$ cat config.mk
export PLATFORM = sky130hd
export DESIGN_NAME = wpec_core
export DESIGN_NICKNAME = d
export VERILOG_FILES = /design/src/common/wpec_pkg.sv /design/src/rtl/wpec_core.sv
export SDC_FILE = /design/constraint.sdc
export NUM_CORES = 1
export LEC_CHECK = 0
export BUFFER_PORTS_ARGS = -buffer_cell sky130_fd_sc_hd__buf_4
export CAP_MARGIN = 20
export CORE_AREA = 4 4 215 133
export DETAILED_ROUTE_END_ITERATION = 10
export DIE_AREA = 0 0 219 137
export GPL_ROUTABILITY_DRIVEN = 0
export SLEW_MARGIN = 20
export SYNTH_ARGS = -nofsm -noshare
export SYNTH_HDL_FRONTEND = slang
export SYNTH_SLANG_ARGS = --single-unit
$ cat constraint.sdc
create_clock -name clock -period 10.9 [get_ports clock]
set_clock_uncertainty 0.2 [all_clocks]
set_input_delay 1.09 -clock clock [delete_from_list [all_inputs] [get_ports clock]]
set_output_delay 1.09 -clock clock [all_outputs]
set_load 0.005 [all_outputs]
$ cat src/common/wpec_pkg.sv
// constants for the watchdog and port event block: offsets, fields, reset values, timing
// assumes one 100 MHz clock and a register port fed by the serial front end
// Overview of operation
// - interval register resets to ff, a 255 second time-out
// - each interval count is one second; 01 gives one second
// - a zero interval keeps the timer from counting even when enabled
// - action field bits 2:1: 00 flag, 01 flag and reset, 1x flag and stop
// - control bit 0 enables the watchdog and resets to zero
// - all three actions report through one shared watchdog flag
// - flag-only action just sets the watchdog flag
// - reset action sets the flag and defaults all registers; flag stays set
// - stop action sets the flag and forces coil outputs low until flag clears
// - being addressed restarts the count; host must do so each interval
// - direction bits 3:0: 1 input high impedance, 0 output; inputs after reset
// - bits 7:4 give output levels, reset to zero
// - edge bits 3:0: 1 falling, 0 rising, rising by default
// - filter bits 6:4 reject glitches on pins 0 and 1, 500 us by default
// - selected edge on unmasked pin sets its status flag
// - masked source raises no flag, edge select has no effect
// - mask bits 4:0 reset to one; writing zero enables the source
// - mask bit 4 for motor stopped, bits 3:0 for pins 3:0
// - power-up clears every latch and every flag
// - interrupt pin also gated by the mode register disable bit
// - any read or write of the status register clears its flags
// - motor-stopped event on run bit falling from one to zero
package wpec_pkg;
  localparam logic [5:0] ADDR_WD_INTERVAL = 6'h01;
  localparam logic [5:0] ADDR_WD_CONTROL = 6'h02;
  localparam logic [5:0] ADDR_PORT_CFG = 6'h03;
  localparam logic [5:0] ADDR_EDGE_FILT = 6'h04;
  localparam logic [5:0] ADDR_EVENT_MASK = 6'h05;
  localparam logic [5:0] ADDR_EVENT_STATUS = 6'h06;
  localparam logic [7:0] RST_WD_INTERVAL = 8'hff;
  localparam logic [2:0] RST_WD_CONTROL = 3'h0;
  localparam logic [7:0] RST_PORT_CFG = 8'h0f;
  localparam logic [6:0] RST_EDGE_FILT = 7'h10;
  localparam logic [4:0] RST_EVENT_MASK = 5'h1f;
  localparam int WD_ENABLE_POS = 0;
  localparam int WD_ACTION_LSB = 1;
  localparam int FILT_LSB = 4;
  localparam int STAT_MOTOR_POS = 4;
  localparam int STAT_WD_POS = 5;
  localparam logic [1:0] ACT_FLAG = 2'h0;
  localparam logic [1:0] ACT_RESET = 2'h1;
  localparam int CLK_HZ = 100_000_000;
  localparam int WD_TICK_S = 1;
  localparam int FILT_A_US = 500;
  localparam int FILT_B_US = 1000;
  localparam int FILT_C_US = 5000;
  localparam int FILT_D_US = 10000;
  localparam int WD_TICK_CYCLES = WD_TICK_S * CLK_HZ;
  localparam int FILT_A_CYCLES = FILT_A_US * (CLK_HZ / 1_000_000);
  localparam int FILT_B_CYCLES = FILT_B_US * (CLK_HZ / 1_000_000);
  localparam int FILT_C_CYCLES = FILT_C_US * (CLK_HZ / 1_000_000);
  localparam int FILT_D_CYCLES = FILT_D_US * (CLK_HZ / 1_000_000);
endpackage

$ cat src/rtl/wpec_core.sv
// watchdog timer, port direction/levels, edge events with filter and event mask
// assumes a same-clock register port from the serial slave and a feed pulse from it
`timescale 1ns/1ps
module wpec_core #(
  parameter int unsigned TICK_CYCLES = wpec_pkg::WD_TICK_CYCLES,
  parameter int unsigned FILT_A = wpec_pkg::FILT_A_CYCLES,
  parameter int unsigned FILT_B = wpec_pkg::FILT_B_CYCLES,
  parameter int unsigned FILT_C = wpec_pkg::FILT_C_CYCLES,
  parameter int unsigned FILT_D = wpec_pkg::FILT_D_CYCLES
) (
  input wire logic clock,
  input wire logic resetn,
  input wire logic reg_wr,
  input wire logic reg_rd,
  input wire logic [5:0] reg_addr,
  input wire logic [7:0] reg_wdata,
  output logic [7:0] reg_rdata,
  input wire logic wd_feed,
  input wire logic motor_run,
  input wire logic mode_int_disable,
  input wire logic [3:0] pin_in,
  output logic [3:0] pin_out,
  output logic [3:0] pin_oe,
  output logic int_n_out,
  output logic int_n_oe,
  output logic motor_force_off,
  output logic wd_reset_out,
  output logic [5:0] event_status
);
  import wpec_pkg::*;

  logic [7:0] watchdog_interval;
  logic [2:0] watchdog_control;
  logic [7:0] port_direction_levels;
  logic [6:0] edge_and_filter_select;
  logic [4:0] event_mask;
  logic [7:0] wd_count;
  logic [31:0] presc;
  logic wd_tick;
  logic wd_active;
  logic wd_timeout;
  logic cfg_reset;
  logic status_access;
  logic [1:0] watchdog_action_select;
  logic watchdog_enable_bit;
  logic [3:0] sync_a;
  logic [3:0] sync_b;
  logic [3:0] filt;
  logic [3:0] filt_prev;
  logic [3:0] pin_edge;
  logic [31:0] filt_limit;
  logic motor_run_prev;
  logic motor_stop_evt;
  logic [5:0] next_status;

  assign watchdog_enable_bit = watchdog_control[WD_ENABLE_POS];
  assign watchdog_action_select = watchdog_control[WD_ACTION_LSB +: 2];
  // a zero interval never arms the timer
  assign wd_active = watchdog_enable_bit && (watchdog_interval != 8'h00);
  assign wd_tick = (presc == TICK_CYCLES - 1);
  // a feed in the expiry cycle wins, so a late but valid feed still rescues the host
  assign wd_timeout = wd_active && wd_tick && (wd_count == 8'h01) && !wd_feed;
  // reset action reloads all registers
  assign cfg_reset = wd_timeout && (watchdog_action_select == ACT_RESET);
  assign status_access = (reg_wr || reg_rd) && (reg_addr == ADDR_EVENT_STATUS);

  // registers written by the host; a watchdog reset overrides any write in flight
  always_ff @(posedge clock) begin
    if (!resetn || cfg_reset) begin
      watchdog_interval <= RST_WD_INTERVAL;
      watchdog_control <= RST_WD_CONTROL;
      port_direction_levels <= RST_PORT_CFG;
      edge_and_filter_select <= RST_EDGE_FILT;
      event_mask <= RST_EVENT_MASK;
    end else if (reg_wr) begin
      case (reg_addr)
        ADDR_WD_INTERVAL: watchdog_interval <= reg_wdata;
        ADDR_WD_CONTROL: watchdog_control <= reg_wdata[2:0];
        ADDR_PORT_CFG: port_direction_levels <= reg_wdata;
        ADDR_EDGE_FILT: edge_and_filter_select <= reg_wdata[6:0];
        ADDR_EVENT_MASK: event_mask <= reg_wdata[4:0];
        default: watchdog_interval <= watchdog_interval;
      endcase
    end
  end

  // read data is registered, so it appears one cycle after the strobe
  always_ff @(posedge clock) begin
    if (!resetn) begin
      reg_rdata <= 8'h00;
    end else if (reg_rd) begin
      case (reg_addr)
        ADDR_WD_INTERVAL: reg_rdata <= watchdog_interval;
        ADDR_WD_CONTROL: reg_rdata <= {5'h00, watchdog_control};
        ADDR_PORT_CFG: reg_rdata <= port_direction_levels;
        ADDR_EDGE_FILT: reg_rdata <= {1'b0, edge_and_filter_select};
        ADDR_EVENT_MASK: reg_rdata <= {3'h0, event_mask};
        ADDR_EVENT_STATUS: reg_rdata <= {2'h0, event_status};
        default: reg_rdata <= 8'h00;
      endcase
    end
  end

  // one-second prescaler, restarted on each reload so every count is a full second
  always_ff @(posedge clock) begin
    if (!resetn || !wd_active || wd_feed || wd_tick) begin
      presc <= 32'h0;
    end else begin
      presc <= presc + 32'h1;
    end
  end

  // seconds remaining; reloads on feed and after each expiry
  always_ff @(posedge clock) begin
    if (!resetn || cfg_reset) begin
      wd_count <= RST_WD_INTERVAL;
    end else if (!wd_active || wd_feed) begin
      wd_count <= watchdog_interval;
    end else if (wd_tick) begin
      wd_count <= (wd_count == 8'h01) ? watchdog_interval : wd_count - 8'h01;
    end
  end

  // coils held low from a stop-action expiry until the watchdog flag is cleared
  always_ff @(posedge clock) begin
    if (!resetn) begin
      motor_force_off <= 1'b0;
    end else if (wd_timeout && watchdog_action_select[1]) begin
      motor_force_off <= 1'b1;
    end else if (!event_status[STAT_WD_POS]) begin
      motor_force_off <= 1'b0;
    end
  end

  // pulse to the rest of the chip so its registers also return to defaults
  always_ff @(posedge clock) begin
    if (!resetn) begin
      wd_reset_out <= 1'b0;
    end else begin
      wd_reset_out <= cfg_reset;
    end
  end

  // two-stage synchroniser; only the second stage is read
  always_ff @(posedge clock) begin
    if (!resetn) begin
      sync_a <= 4'h0;
      sync_b <= 4'h0;
    end else begin
      sync_a <= pin_in;
      sync_b <= sync_a;
    end
  end

  // glitch width in cycles from the filter field
  always_comb begin
    case (edge_and_filter_select[FILT_LSB +: 3])
      3'h0: filt_limit = 32'h0;
      3'h1: filt_limit = FILT_A;
      3'h2: filt_limit = FILT_B;
      3'h3: filt_limit = FILT_C;
      default: filt_limit = FILT_D;
    endcase
  end

  // per-pin filter and edge select; pins 2 and 3 pass straight through
  genvar gi;
  generate
    for (gi = 0; gi < 4; gi++) begin : g_pin
      logic [31:0] stable_cnt;
      if (gi < 2) begin : g_filt
        // a change must persist for the whole glitch width before it is accepted
        always_ff @(posedge clock) begin
          if (!resetn) begin
            stable_cnt <= 32'h0;
            filt[gi] <= 1'b0;
          end else if (sync_b[gi] == filt[gi]) begin
            stable_cnt <= 32'h0;
          end else if (stable_cnt + 32'h1 >= filt_limit) begin
            stable_cnt <= 32'h0;
            filt[gi] <= sync_b[gi];
          end else begin
            stable_cnt <= stable_cnt + 32'h1;
          end
        end
      end else begin : g_nofilt
        assign stable_cnt = 32'h0;
        always_ff @(posedge clock) begin
          if (!resetn) begin
            filt[gi] <= 1'b0;
          end else begin
            filt[gi] <= sync_b[gi];
          end
        end
      end
      // falling edge when the select bit is one, rising otherwise
      assign pin_edge[gi] = edge_and_filter_select[gi] ? (filt_prev[gi] && !filt[gi])
                                                       : (!filt_prev[gi] && filt[gi]);
      // output driver enabled only for pins set as outputs
      assign pin_oe[gi] = !port_direction_levels[gi];
      assign pin_out[gi] = port_direction_levels[gi + 4];
    end
  endgenerate

  // previous filtered level and run bit for edge detection
  always_ff @(posedge clock) begin
    if (!resetn) begin
      filt_prev <= 4'h0;
      motor_run_prev <= 1'b0;
    end else begin
      filt_prev <= filt;
      motor_run_prev <= motor_run;
    end
  end

  assign motor_stop_evt = motor_run_prev && !motor_run;

  // new events set flags even in the clearing cycle; masked sources stay silent
  always_comb begin
    next_status = status_access ? 6'h00 : event_status;
    next_status[3:0] = next_status[3:0] | (pin_edge & ~event_mask[3:0]);
    next_status[STAT_MOTOR_POS] = next_status[STAT_MOTOR_POS] ||
                                  (motor_stop_evt && !event_mask[4]);
    next_status[STAT_WD_POS] = next_status[STAT_WD_POS] || wd_timeout;
  end

  // watchdog reset keeps only its own flag set; power-up clears all
  always_ff @(posedge clock) begin
    if (!resetn) begin
      event_status <= 6'h00;
    end else if (cfg_reset) begin
      event_status <= 6'h20;
    end else begin
      event_status <= next_status;
    end
  end

  // open-drain interrupt, pulled low while any flag is set and the pin is enabled
  assign int_n_out = 1'b0;
  assign int_n_oe = (event_status != 6'h00) && !mode_int_disable;
endmodule

**Yosys cells after proc, flatten, opt, wreduce, memory -nomap -nowiden**

Cells that the tools add are included.

- Register bits after elaboration: 168
- Bits of input ports: 25
- Word-level logic and storage cells: 120

- $add $sub $neg: 4
- Magnitude comparators: 2
- Equal/unequal tests: 15
- Multiplexer cells: 13
- Bitwise logic cells: 6
- Reductions and logical operators: 58

Operators by type and width:

| operator | number |
|---|---|
| $add A32 B1 Y32 const B | 3 |
| $pmux W20 S4 | 1 |
| $ge A32 B32 Y1 | 2 |
| $pmux W8 S6 | 1 |
| $eq A32 B27 Y1 const B | 1 |
| $mux W8 | 3 |
| $eq A6 B3 Y1 const B | 3 |
| $logic_and A1 B1 Y1 | 18 |
| $logic_not A1 Y1 | 18 |
| $reduce_and A2 Y1 | 7 |
| $eq A6 B2 Y1 const B | 2 |
| $mux W6 | 2 |
| $eq A8 B1 Y1 const B | 1 |
| $logic_or A1 B1 Y1 | 8 |
| $reduce_bool A8 Y1 | 1 |
| $sub A8 B1 Y8 const B | 1 |
| $eq A3 B2 Y1 const B | 2 |
| $eq A6 B1 Y1 const B | 1 |
| $mux W1 | 6 |
| $reduce_bool A6 Y1 | 1 |
| $reduce_or A3 Y1 | 2 |
| $and A4 B4 Y4 | 1 |
| $not A4 Y4 | 1 |
| $or A4 B4 Y4 | 1 |
| 8 further kinds | 11 |

**Depth between registers and ports, before layout**

Gate-level depths: netlist of the first run.

- Word-level depth: 7
- Gate-level depth with buffers: 14
- Mapped depth without buffers: 13

**Least setup slack after synthesis of the first run**

Ideal clock, no wire load.

- Path kind: reg-to-reg
- Start: reg g_pin[0].stable_cnt[3]
- End: reg g_pin[0].stable_cnt[19]
- Library setup time: 0.062 ns
- Data arrival time: 3.676 ns
- Slack: 6.963 ns
- Stages on the path, launching flop included: 14
- Path through: dfxtp_1 nand4_2 nor4_1 nand3_1 xnor2_1 ha_1 a21o_1 a211oi_1 o31ai_1 o41ai_1 o2111ai_1 or4_4 buf_6 nor2b_2

- Word-level cells in the longest chain between the ends: 3

Ends and longest elaborated chain:

| element | line | text |
|---|---|---|
| from (decl) | wpec_core.sv:170 | `logic [31:0] stable_cnt;` |
| from (signal assigned) | wpec_core.sv:183 | `stable_cnt <= stable_cnt + 32'h1;` |
| $add A32 B1 Y32 * | wpec_core.sv:179, wpec_core.sv:183 |  |
| $ge A32 B32 Y1 | wpec_core.sv:179 | `end else if (stable_cnt + 32'h1 >= filt_limit) begin` |
| $reduce_or A3 Y1 (no line) | -- |  |

Every way passes the cells marked *; elsewhere a longest branch is shown, timed or not.
A chain may end at the register's enable or synchronous reset.

**Worst setup path in the final report of the first run**

- Start: reg g_pin[1].stable_cnt[3]
- End: reg g_pin[1].stable_cnt[18]

- Word-level cells in the longest chain between the ends: 3

Ends and longest elaborated chain:

| element | line |
|---|---|
| from (decl) | wpec_core.sv:170 |
| from (signal assigned) | wpec_core.sv:183 |
| $add A32 B1 Y32 * | wpec_core.sv:179, wpec_core.sv:183 |
| $ge A32 B32 Y1 | wpec_core.sv:179 |
| $reduce_or A3 Y1 (no line) | -- |

Marks and branches as above.

==> metrics.md, run 1 <==
| Metric | Value |
|---|---|
| CTS tree | `yes` |
| Yosys top cell by area | `dfxtp_1` |
| TNS Setup | `0 ns` |
| Worst hold path type | `reg2reg` |
| M3 GR Usage | `2.75%` |
| FF+latch count, synth | `168` |
| Starting Density | `30.0%` |
| Total core area | `0.0264 sq mm` |
| Routing usage on met2 | `18.3%` |
| Drt pass-1 iters | `5` |
| Top Ports | `51` |
| Antenna cells | `0` |
| Std-Cell Rows | `46` |
| Syn Area/Cell | `8.76 sq um` |
| WS Path Type | `reg2reg` |
| VDD IR-drop max | `0.0000816 V` |
| CP max FO | `20` |
| Reg clk slew, reported paths | `0.07 ns` |
| Fmax | `212 MHz` |
| MaxCap Viol Count | `0` |
| Mapped Area | `0.00791 sq mm` |
| Number of global-route vias before repair | `5903` |
| Synth warnings | `0` |
| Die footprint | `0.0300 sq mm` |
| Clock Sinks | `168` |
| CTS resizes | `0` |
| Top_reg_cell synth | `dfxtp_1` |
| Via/cell ratio | `4.70` |
| Clk_lat worst skew | `0.43 ns` |
| Slew @ Worst Pin | `1.07 ns` |
| Global route overflow | `0` |
| Yosys top cell area share | `42.5%` |
| Final non-filler cell total | `1345` |
| H-tree Lvls | `4` |
| First DRT Iteration DRCs | `489` |
| Slew HR | `27.8%` |
| DR vias | `6328` |
| Tcrit/Tclk final | `43.3%` |
| Pleak | `3.68 nW` |
| Ratio of cells with drive above 1 in the final layout | `11.7%` |
| Met1 Usage GRT | `20.3%` |
| Drt wl/cell | `14.4 um` |
| Hold_ws | `0.232 ns` |
| Cell variety after synth | `57` |
| Critical path arrival | `4.86 ns` |
| First-pass GRT wire length | `31500 um` |
| # port buffers | `49` |
| Post-DP HPWL | `14600 um` |
| Status | `finished clean` |
| Seq/Total Area, Yosys | `42.5%` |
| Cells after DPL | `1312` |
| Fin. Hold Viols | `0` |
| PwrDens | `143 mW/mm^2` |
| Hold-fix buffers, CTS | `0` |
| Startpoint Class | `register` |
| Die Ht | `137 um` |
| Die X | `219 um` |
| Critical Path End Type | `register` |
| Largest net degree at the start of global routing | `32` |
| Drc violations | `0` |
| Layout area overhead | `18.8%` |
| Nets | `1031` |
| CTS max path bufs | `2` |
| Most used routing layer | `met1` |
| Largest cells by area after synthesis | `dfxtp_1, nor2_1, ha_1` |
| Routed WL | `19300 um` |
| Fin crit period | `4.72 ns` |
| Critical Path RT | `11.05 ns` |
| Post-route ant nets | `0` |
| RSZ-0062 raised after global routing | `no` |
| Antenna violations before repair | `0` |
| Setup bufs post-CTS | `0` |
| CTS root buf | `clkbuf_16` |
| Ys async rst share | `0%` |
| CTS Buf Count | `17` |
| Gate Count Post-Synth | `903` |
| Setup violations, final | `0` |
| All-Layer GR Usage | `13.2%` |
| Fin. max-slew vios | `0` |
| EDFF count, synth | `0` |
==> synthesized netlist by cell type (all sizes together), types with 4 or more instances <==
master	count
a211oi	4
a21o	7
a21oi	46
a31oi	7
and2	23
and3	21
and4	9
buf	9
clkbuf	22
dfxtp	168
ha	34
inv	20
mux2i	29
nand2	90
nand2b	9
nand3	47
nand4	26
nor2	114
nor2b	32
nor3	15
nor3b	6
nor4	19
o211ai	8
o21ai	17
o22ai	5
or3	4
or4	4
xnor2	37
xor2	38
==> layout make-up <==
cell class                 instances  area, sq um
tap                              360          450
clock inverter                    14          219
fill                            2730        17000
clock buffer                      18          439
sequential                       168         3360
multi-input combinational        708         4410
inverter                          20         75.1
timing repair buffer              57          435
==> per-layer routing <==
layer	part of all wire, %	vias to the layer above
li1	-	3281
met1	55	2907
met2	40	126
met3	4.4	14
met4	1.1	0
met5	0	-
==> path summary, 6_finish.rpt <==
check,from,endpoint,slack [ns],cells after the start
max reg2reg,g_pin[1].stable_cnt[3],g_pin[1].stable_cnt[18],6.18,12
min reg2reg,sync_a[0],sync_b[0],0.23,1
max,g_pin[1].stable_cnt[3],g_pin[1].stable_cnt[18],6.18,12
min,sync_a[0],sync_b[0],0.23,1
==> report_power, final <==
group	switching (mW)	total [mW]	leakage [nW]	internal (mW)
sequential	0.00777	0.630	1.37	0.622
combinational	0.0223	0.0397	1.99	0.0174
clock	0.260	0.675	0.317	0.415
total	0.290	1.34	3.68	1.05
==> cell usage in the layout (no fill, tap or decap), drive strengths merged, types with 23 or more instances in the layout <==
cell   netlist  layout
nor2       114     114
conb         1      25
nor2b       32      32
dfxtp      168     168
mux2i       29      29
inv         20      23
xor2        38      38
and2        23      23
nand2       90      90
xnor2       37      37
a21oi       46      46
nand3       47      47
ha          34      34
buf          9      57
nand4       26      26
==> per-stage QoR <==
stage / util [%] / area (sq um) / power [mW] / worst slack, ns
after floorplan: - / 8000 / 0.664 / 6.96
after global placement: 33.1 / 8720 / 0.683 / 6.29
after detailed placement: 33.1 / 8720 / 0.683 / 6.16
after CTS: 35.6 / 9380 / 1.36 / 6.14
after global routing: 35.6 / 9390 / 1.39 / 5.64
final: 35.6 / 9390 / 1.34 / 6.18
==> logic make-up after synthesis <==
family / Yosys count / synth area share [%]
muxes: 30 / 3.81
DFF: 168 / 42.5
buffers and inverters: 51 / 2.85
other: 1 / 0.0474
and+or+nand+nor: 426 / 27.7
adders and majority gates: 34 / 5.38
AOI/OAI and AO/OA: 118 / 9.41
xor gates and xnor gates: 75 / 8.30
==> flip-flops by register name (all words and copies together), names as in the netlist <==
register,cells
edge_and_filter_select,7
filt,4
port_direction_levels,8
motor_run_prev,1
sync_a,4
motor_force_off,1
wd_count,8
wd_reset_out,1
watchdog_interval,8
filt_prev,4
presc,32
watchdog_control,3
sync_b,4
g_pin.stable_cnt,64
event_mask,5
event_status,6
reg_rdata,8
==> worst max-delay path, stage by stage (launching register included) <==
cell and delay [ns]:
dfxtp_1 0.40, nand4_1 0.30, nor4_2 0.76, and3_1 0.29, xor2_1 0.20, ha_1 0.27, a21o_1 0.17, a21oi_1 0.17
nor3b_1 0.21, a221oi_1 0.11, nor4_1 0.45, nand4_1 0.78, nor2b_1 0.33
Note: power is estimated with default switching activity, not from simulation.
==> run 2, diff against run 1 <==
Settings changed: ABC_AREA from default to 1, CORE_AREA 4 4 215 133 to 4 4 229 141, DIE_AREA 0 0 219 137 to 0 0 233 145.
Clock period 10.9 ns to 4.8 ns, I/O delays scaled along.
==> run 2 against run 1 <==
  * Core utilization fell by 0.85 points
  * Worst setup slack got worse by 5.0 ns
  * Sequential share of layout area fell by 3.5 points
  * Non-clock buffer count fell by 4
  * Power rose by 120%
  * Clock power rose by 110%
  * Count of clock-buffer cells in the layout rose by 1
  * Highest routed layer unchanged
==> metrics.md, run 2 <==
| Metric | Value |
|---|---|
| Status | `finished clean` |
| Number of global-route vias before repair | `7416` |
| Drt pass-1 iters | `5` |
| Util after Layout | `34.8%` |
| Post-DP HPWL | `19000 um` |
| Mapped Area | `0.00896 sq mm` |
| Placed cell area | `0.00979 sq mm` |
| Seq/Total Area, Yosys | `37.5%` |
| Clk_lat worst skew | `0.44 ns` |
| Critical Path RT | `4.95 ns` |
| CTS Buf Count | `17` |
| Largest Register | `g_pin.stable_cnt` |
| Ratio of cells with drive above 1 in the final layout | `9.54%` |
| Top-count cell post-synth | `nand2_1` |
| Critical path arrival | `3.77 ns` |
| Yosys top cell by area | `dfxtp_1` |
| Global route overflow | `0` |
| Crit-path cells | `nand2_2, nor2_2, inv_1, nor4_1, xor2_1, ha_1, a21oi_1, o21a_1, nand3_1, nor2_1, nand3_1, nor2_2, nand4_2, nor2_1` |
| Startpoint Class | `register` |
| Reg2Reg Capture Point | `g_pin[0].stable_cnt[10]` |
| Fill cell count | `3266` |
| Most frequent cells in the layout | `nand2_1, nor2_1, dfxtp_1` |
| Most used routing layer | `met1` |
| Nets | `1429` |
| VDD IR-drop max | `0.000243 V` |
| PwrDens | `284 mW/mm^2` |
| Largest register FFs | `64` |
| Commonest non-fill, non-tap cell in the layout | `nand2_1` |
| Antenna cells | `0` |
| Setup bufs post-CTS | `0` |
| Critical Path End Type | `register` |
| Largest net degree at the start of global routing | `41` |
| MaxCap Viol Count | `0` |
| Layout area overhead | `16.2%` |
| Total power | `2.95 mW` |
| Post-synth top cells | `nand2_1, nor2_1, dfxtp_1, inv_1, nand3_1` |
| Ys async rst share | `0%` |
| Synth warnings | `0` |
| Fin crit period | `3.61 ns` |
| Die footprint | `0.0338 sq mm` |
| Starting Density | `29.9%` |
| Via/cell ratio | `4.52` |
| FF+latch count, synth | `168` |
| Cell variety after synth | `48` |
| First-pass GRT wire length | `40100 um` |
| RR Startpoint | `g_pin[0].stable_cnt[7]` |
| Std-Cell Rows | `49` |
| First DRT Iteration DRCs | `667` |
| Total core area | `0.0299 sq mm` |
| Biggest regs | `g_pin.stable_cnt x64, presc x32` |
| Drc violations | `0` |
| Setup slack at placement | `1.25 ns` |
| Top Ports | `51` |
| Worst hold start | `pin_in[0]` |
| Worst setup margin | `1.19 ns` |
| Crit path max-delay cell type | `nand4_2` |
| Worst hold path type | `in2reg` |
| # port buffers | `49` |
| Yosys top cell area share | `37.5%` |
| CP startpoint | `g_pin[0].stable_cnt[7]` |
| Slew @ Worst Pin | `1.11 ns` |
| Reg2Reg Setup Slack | `1.19 ns` |
| Clock Sinks | `168` |
| H-tree Lvls | `4` |
| M3 GR Usage | `3.02%` |
| Largest cells by area after synthesis | `dfxtp_1, nand2_1, nor2_1` |
| Tcrit/Tclk final | `75.3%` |
| Gate Count Post-Synth | `1301` |
| Drt wl/cell | `13.6 um` |
| All-Layer GR Usage | `14.8%` |
| CTS max path bufs | `2` |
| Routing usage on met2 | `18.6%` |
| Setup violations, final | `0` |
| Max incr delay on CP | `0.50 ns` |
| TNS Setup | `0 ns` |
| CTS tree | `yes` |
| CP max FO | `20` |
| Antenna violations before repair | `0` |
| RSZ-0062 raised after global routing | `no` |
| Pleak | `4.65 nW` |
| Top_reg_cell synth | `dfxtp_1` |
| DR vias | `8104` |
| Fmax | `277 MHz` |
| Post-route ant nets | `0` |
| Die X | `233 um` |
| Routed WL | `24300 um` |
| CP Capture Point | `g_pin[0].stable_cnt[10]` |
| Reg clk slew, reported paths | `0.07 ns` |
| EDFF count, synth | `0` |
| Fin. max-slew vios | `0` |
| CTS root buf | `clkbuf_16` |
| Slew HR | `25.0%` |
| Met1 Usage GRT | `24.5%` |
| Design area | `0.0104 sq mm` |
| Fin. Hold Viols | `0` |
| R2r worst-path depth | `14` |
| WS Path Type | `reg2reg` |
| Syn Area/Cell | `6.89 sq um` |
| Die Ht | `145 um` |
run 2: cell count changes in the layout (fill, tap and decap cells not counted), sizes merged, moves of 13 or more:
cell,before,now
inv,23,176
mux2i,29,0
o2111ai,3,16
nand3b,0,25
and3,21,2
and2,23,2
nor2b,32,0
nor2,114,215
xnor2,37,22
nand2,90,382
nand4,26,13
run 2: worst min path at each step:
stage	slack, ns	end	cells past startpoint
floorplan	0.19	filt[2]	2
finish	0.02	sync_a[0]	3
CTS	0.003	sync_a[0]	3
global route	0.03	sync_a[3]	3
global placement	0.20	sync_b[2]	2
detailed placement	0.20	filt[2]	2
run 2: where the power goes:
part,internal (mW),total [mW],switching (mW)
Clock,0.769,1.43,0.658
Sequential,1.41,1.43,0.0167
Combinational,0.0369,0.0959,0.0590
Total,2.22,2.95,0.733
run 2: kinds of logic after synthesis:
| logic type | after synthesis | synth area share (%) |
|---|---|---|
| AND/OR/NAND/NOR | 729 | 35.3 |
| buffers and inverters | 195 | 8.78 |
| flip-flops | 168 | 37.5 |
| AO/OA/AOI/OAI | 119 | 8.23 |
| XOR/XNOR | 55 | 5.38 |
| adder cells (fa/ha/maj) | 34 | 4.75 |
| other | 1 | 0.0419 |
run 2: timing repair:
| action | 4_1_cts | 5_1_grt |
|---|---|---|
| resized for setup | 0 | 0 |
| hold buffers | 1 | 0 |
| hold endpoints to repair | 1 | 0 |
run 2: critical path: cells and delay by family, from the launching register on:
| kind | cells | cell delay [ns] |
|---|---|---|
| buffers and inverters | 1 | 0.11 |
| AO/OA/AOI/OAI | 2 | 0.26 |
| AND/OR/NAND/NOR | 9 | 1.81 |
| XOR/XNOR | 1 | 0.41 |
| flip-flops | 1 | 0.40 |
| adder cells (fa/ha/maj) | 1 | 0.33 |
run 2: area by class of cell:
type | count | area (sq um) | area share, %
repair buffers | 53 | 400 | 3.85
well taps | 408 | 510 | 4.91
flip-flops and latches | 168 | 3360 | 32.3
clock inverters | 13 | 151 | 1.45
multi-input cells | 962 | 4900 | 47.1
inverters | 168 | 631 | 6.06
clock buffers | 19 | 453 | 4.35
run 2: through the flow:
step | hold slack [ns] | cells
2_1_floorplan | 0.190 | 1325
3_3_place_gp | 0.195 | 1758
3_5_place_dp | 0.196 | 1758
4_1_cts | 0.00265 | 1791
5_1_grt | 0.0280 | 1791
6_report | 0.0197 | 1791
run 2: routing by layer:
| metal | vias up | part of all wire, % |
|---|---|---|
| li1 | 4237 | - |
| met1 | 3646 | 57 |
| met2 | 205 | 36 |
| met3 | 16 | 5.8 |
| met4 | 0 | 0.93 |
| met5 | - | 0 |
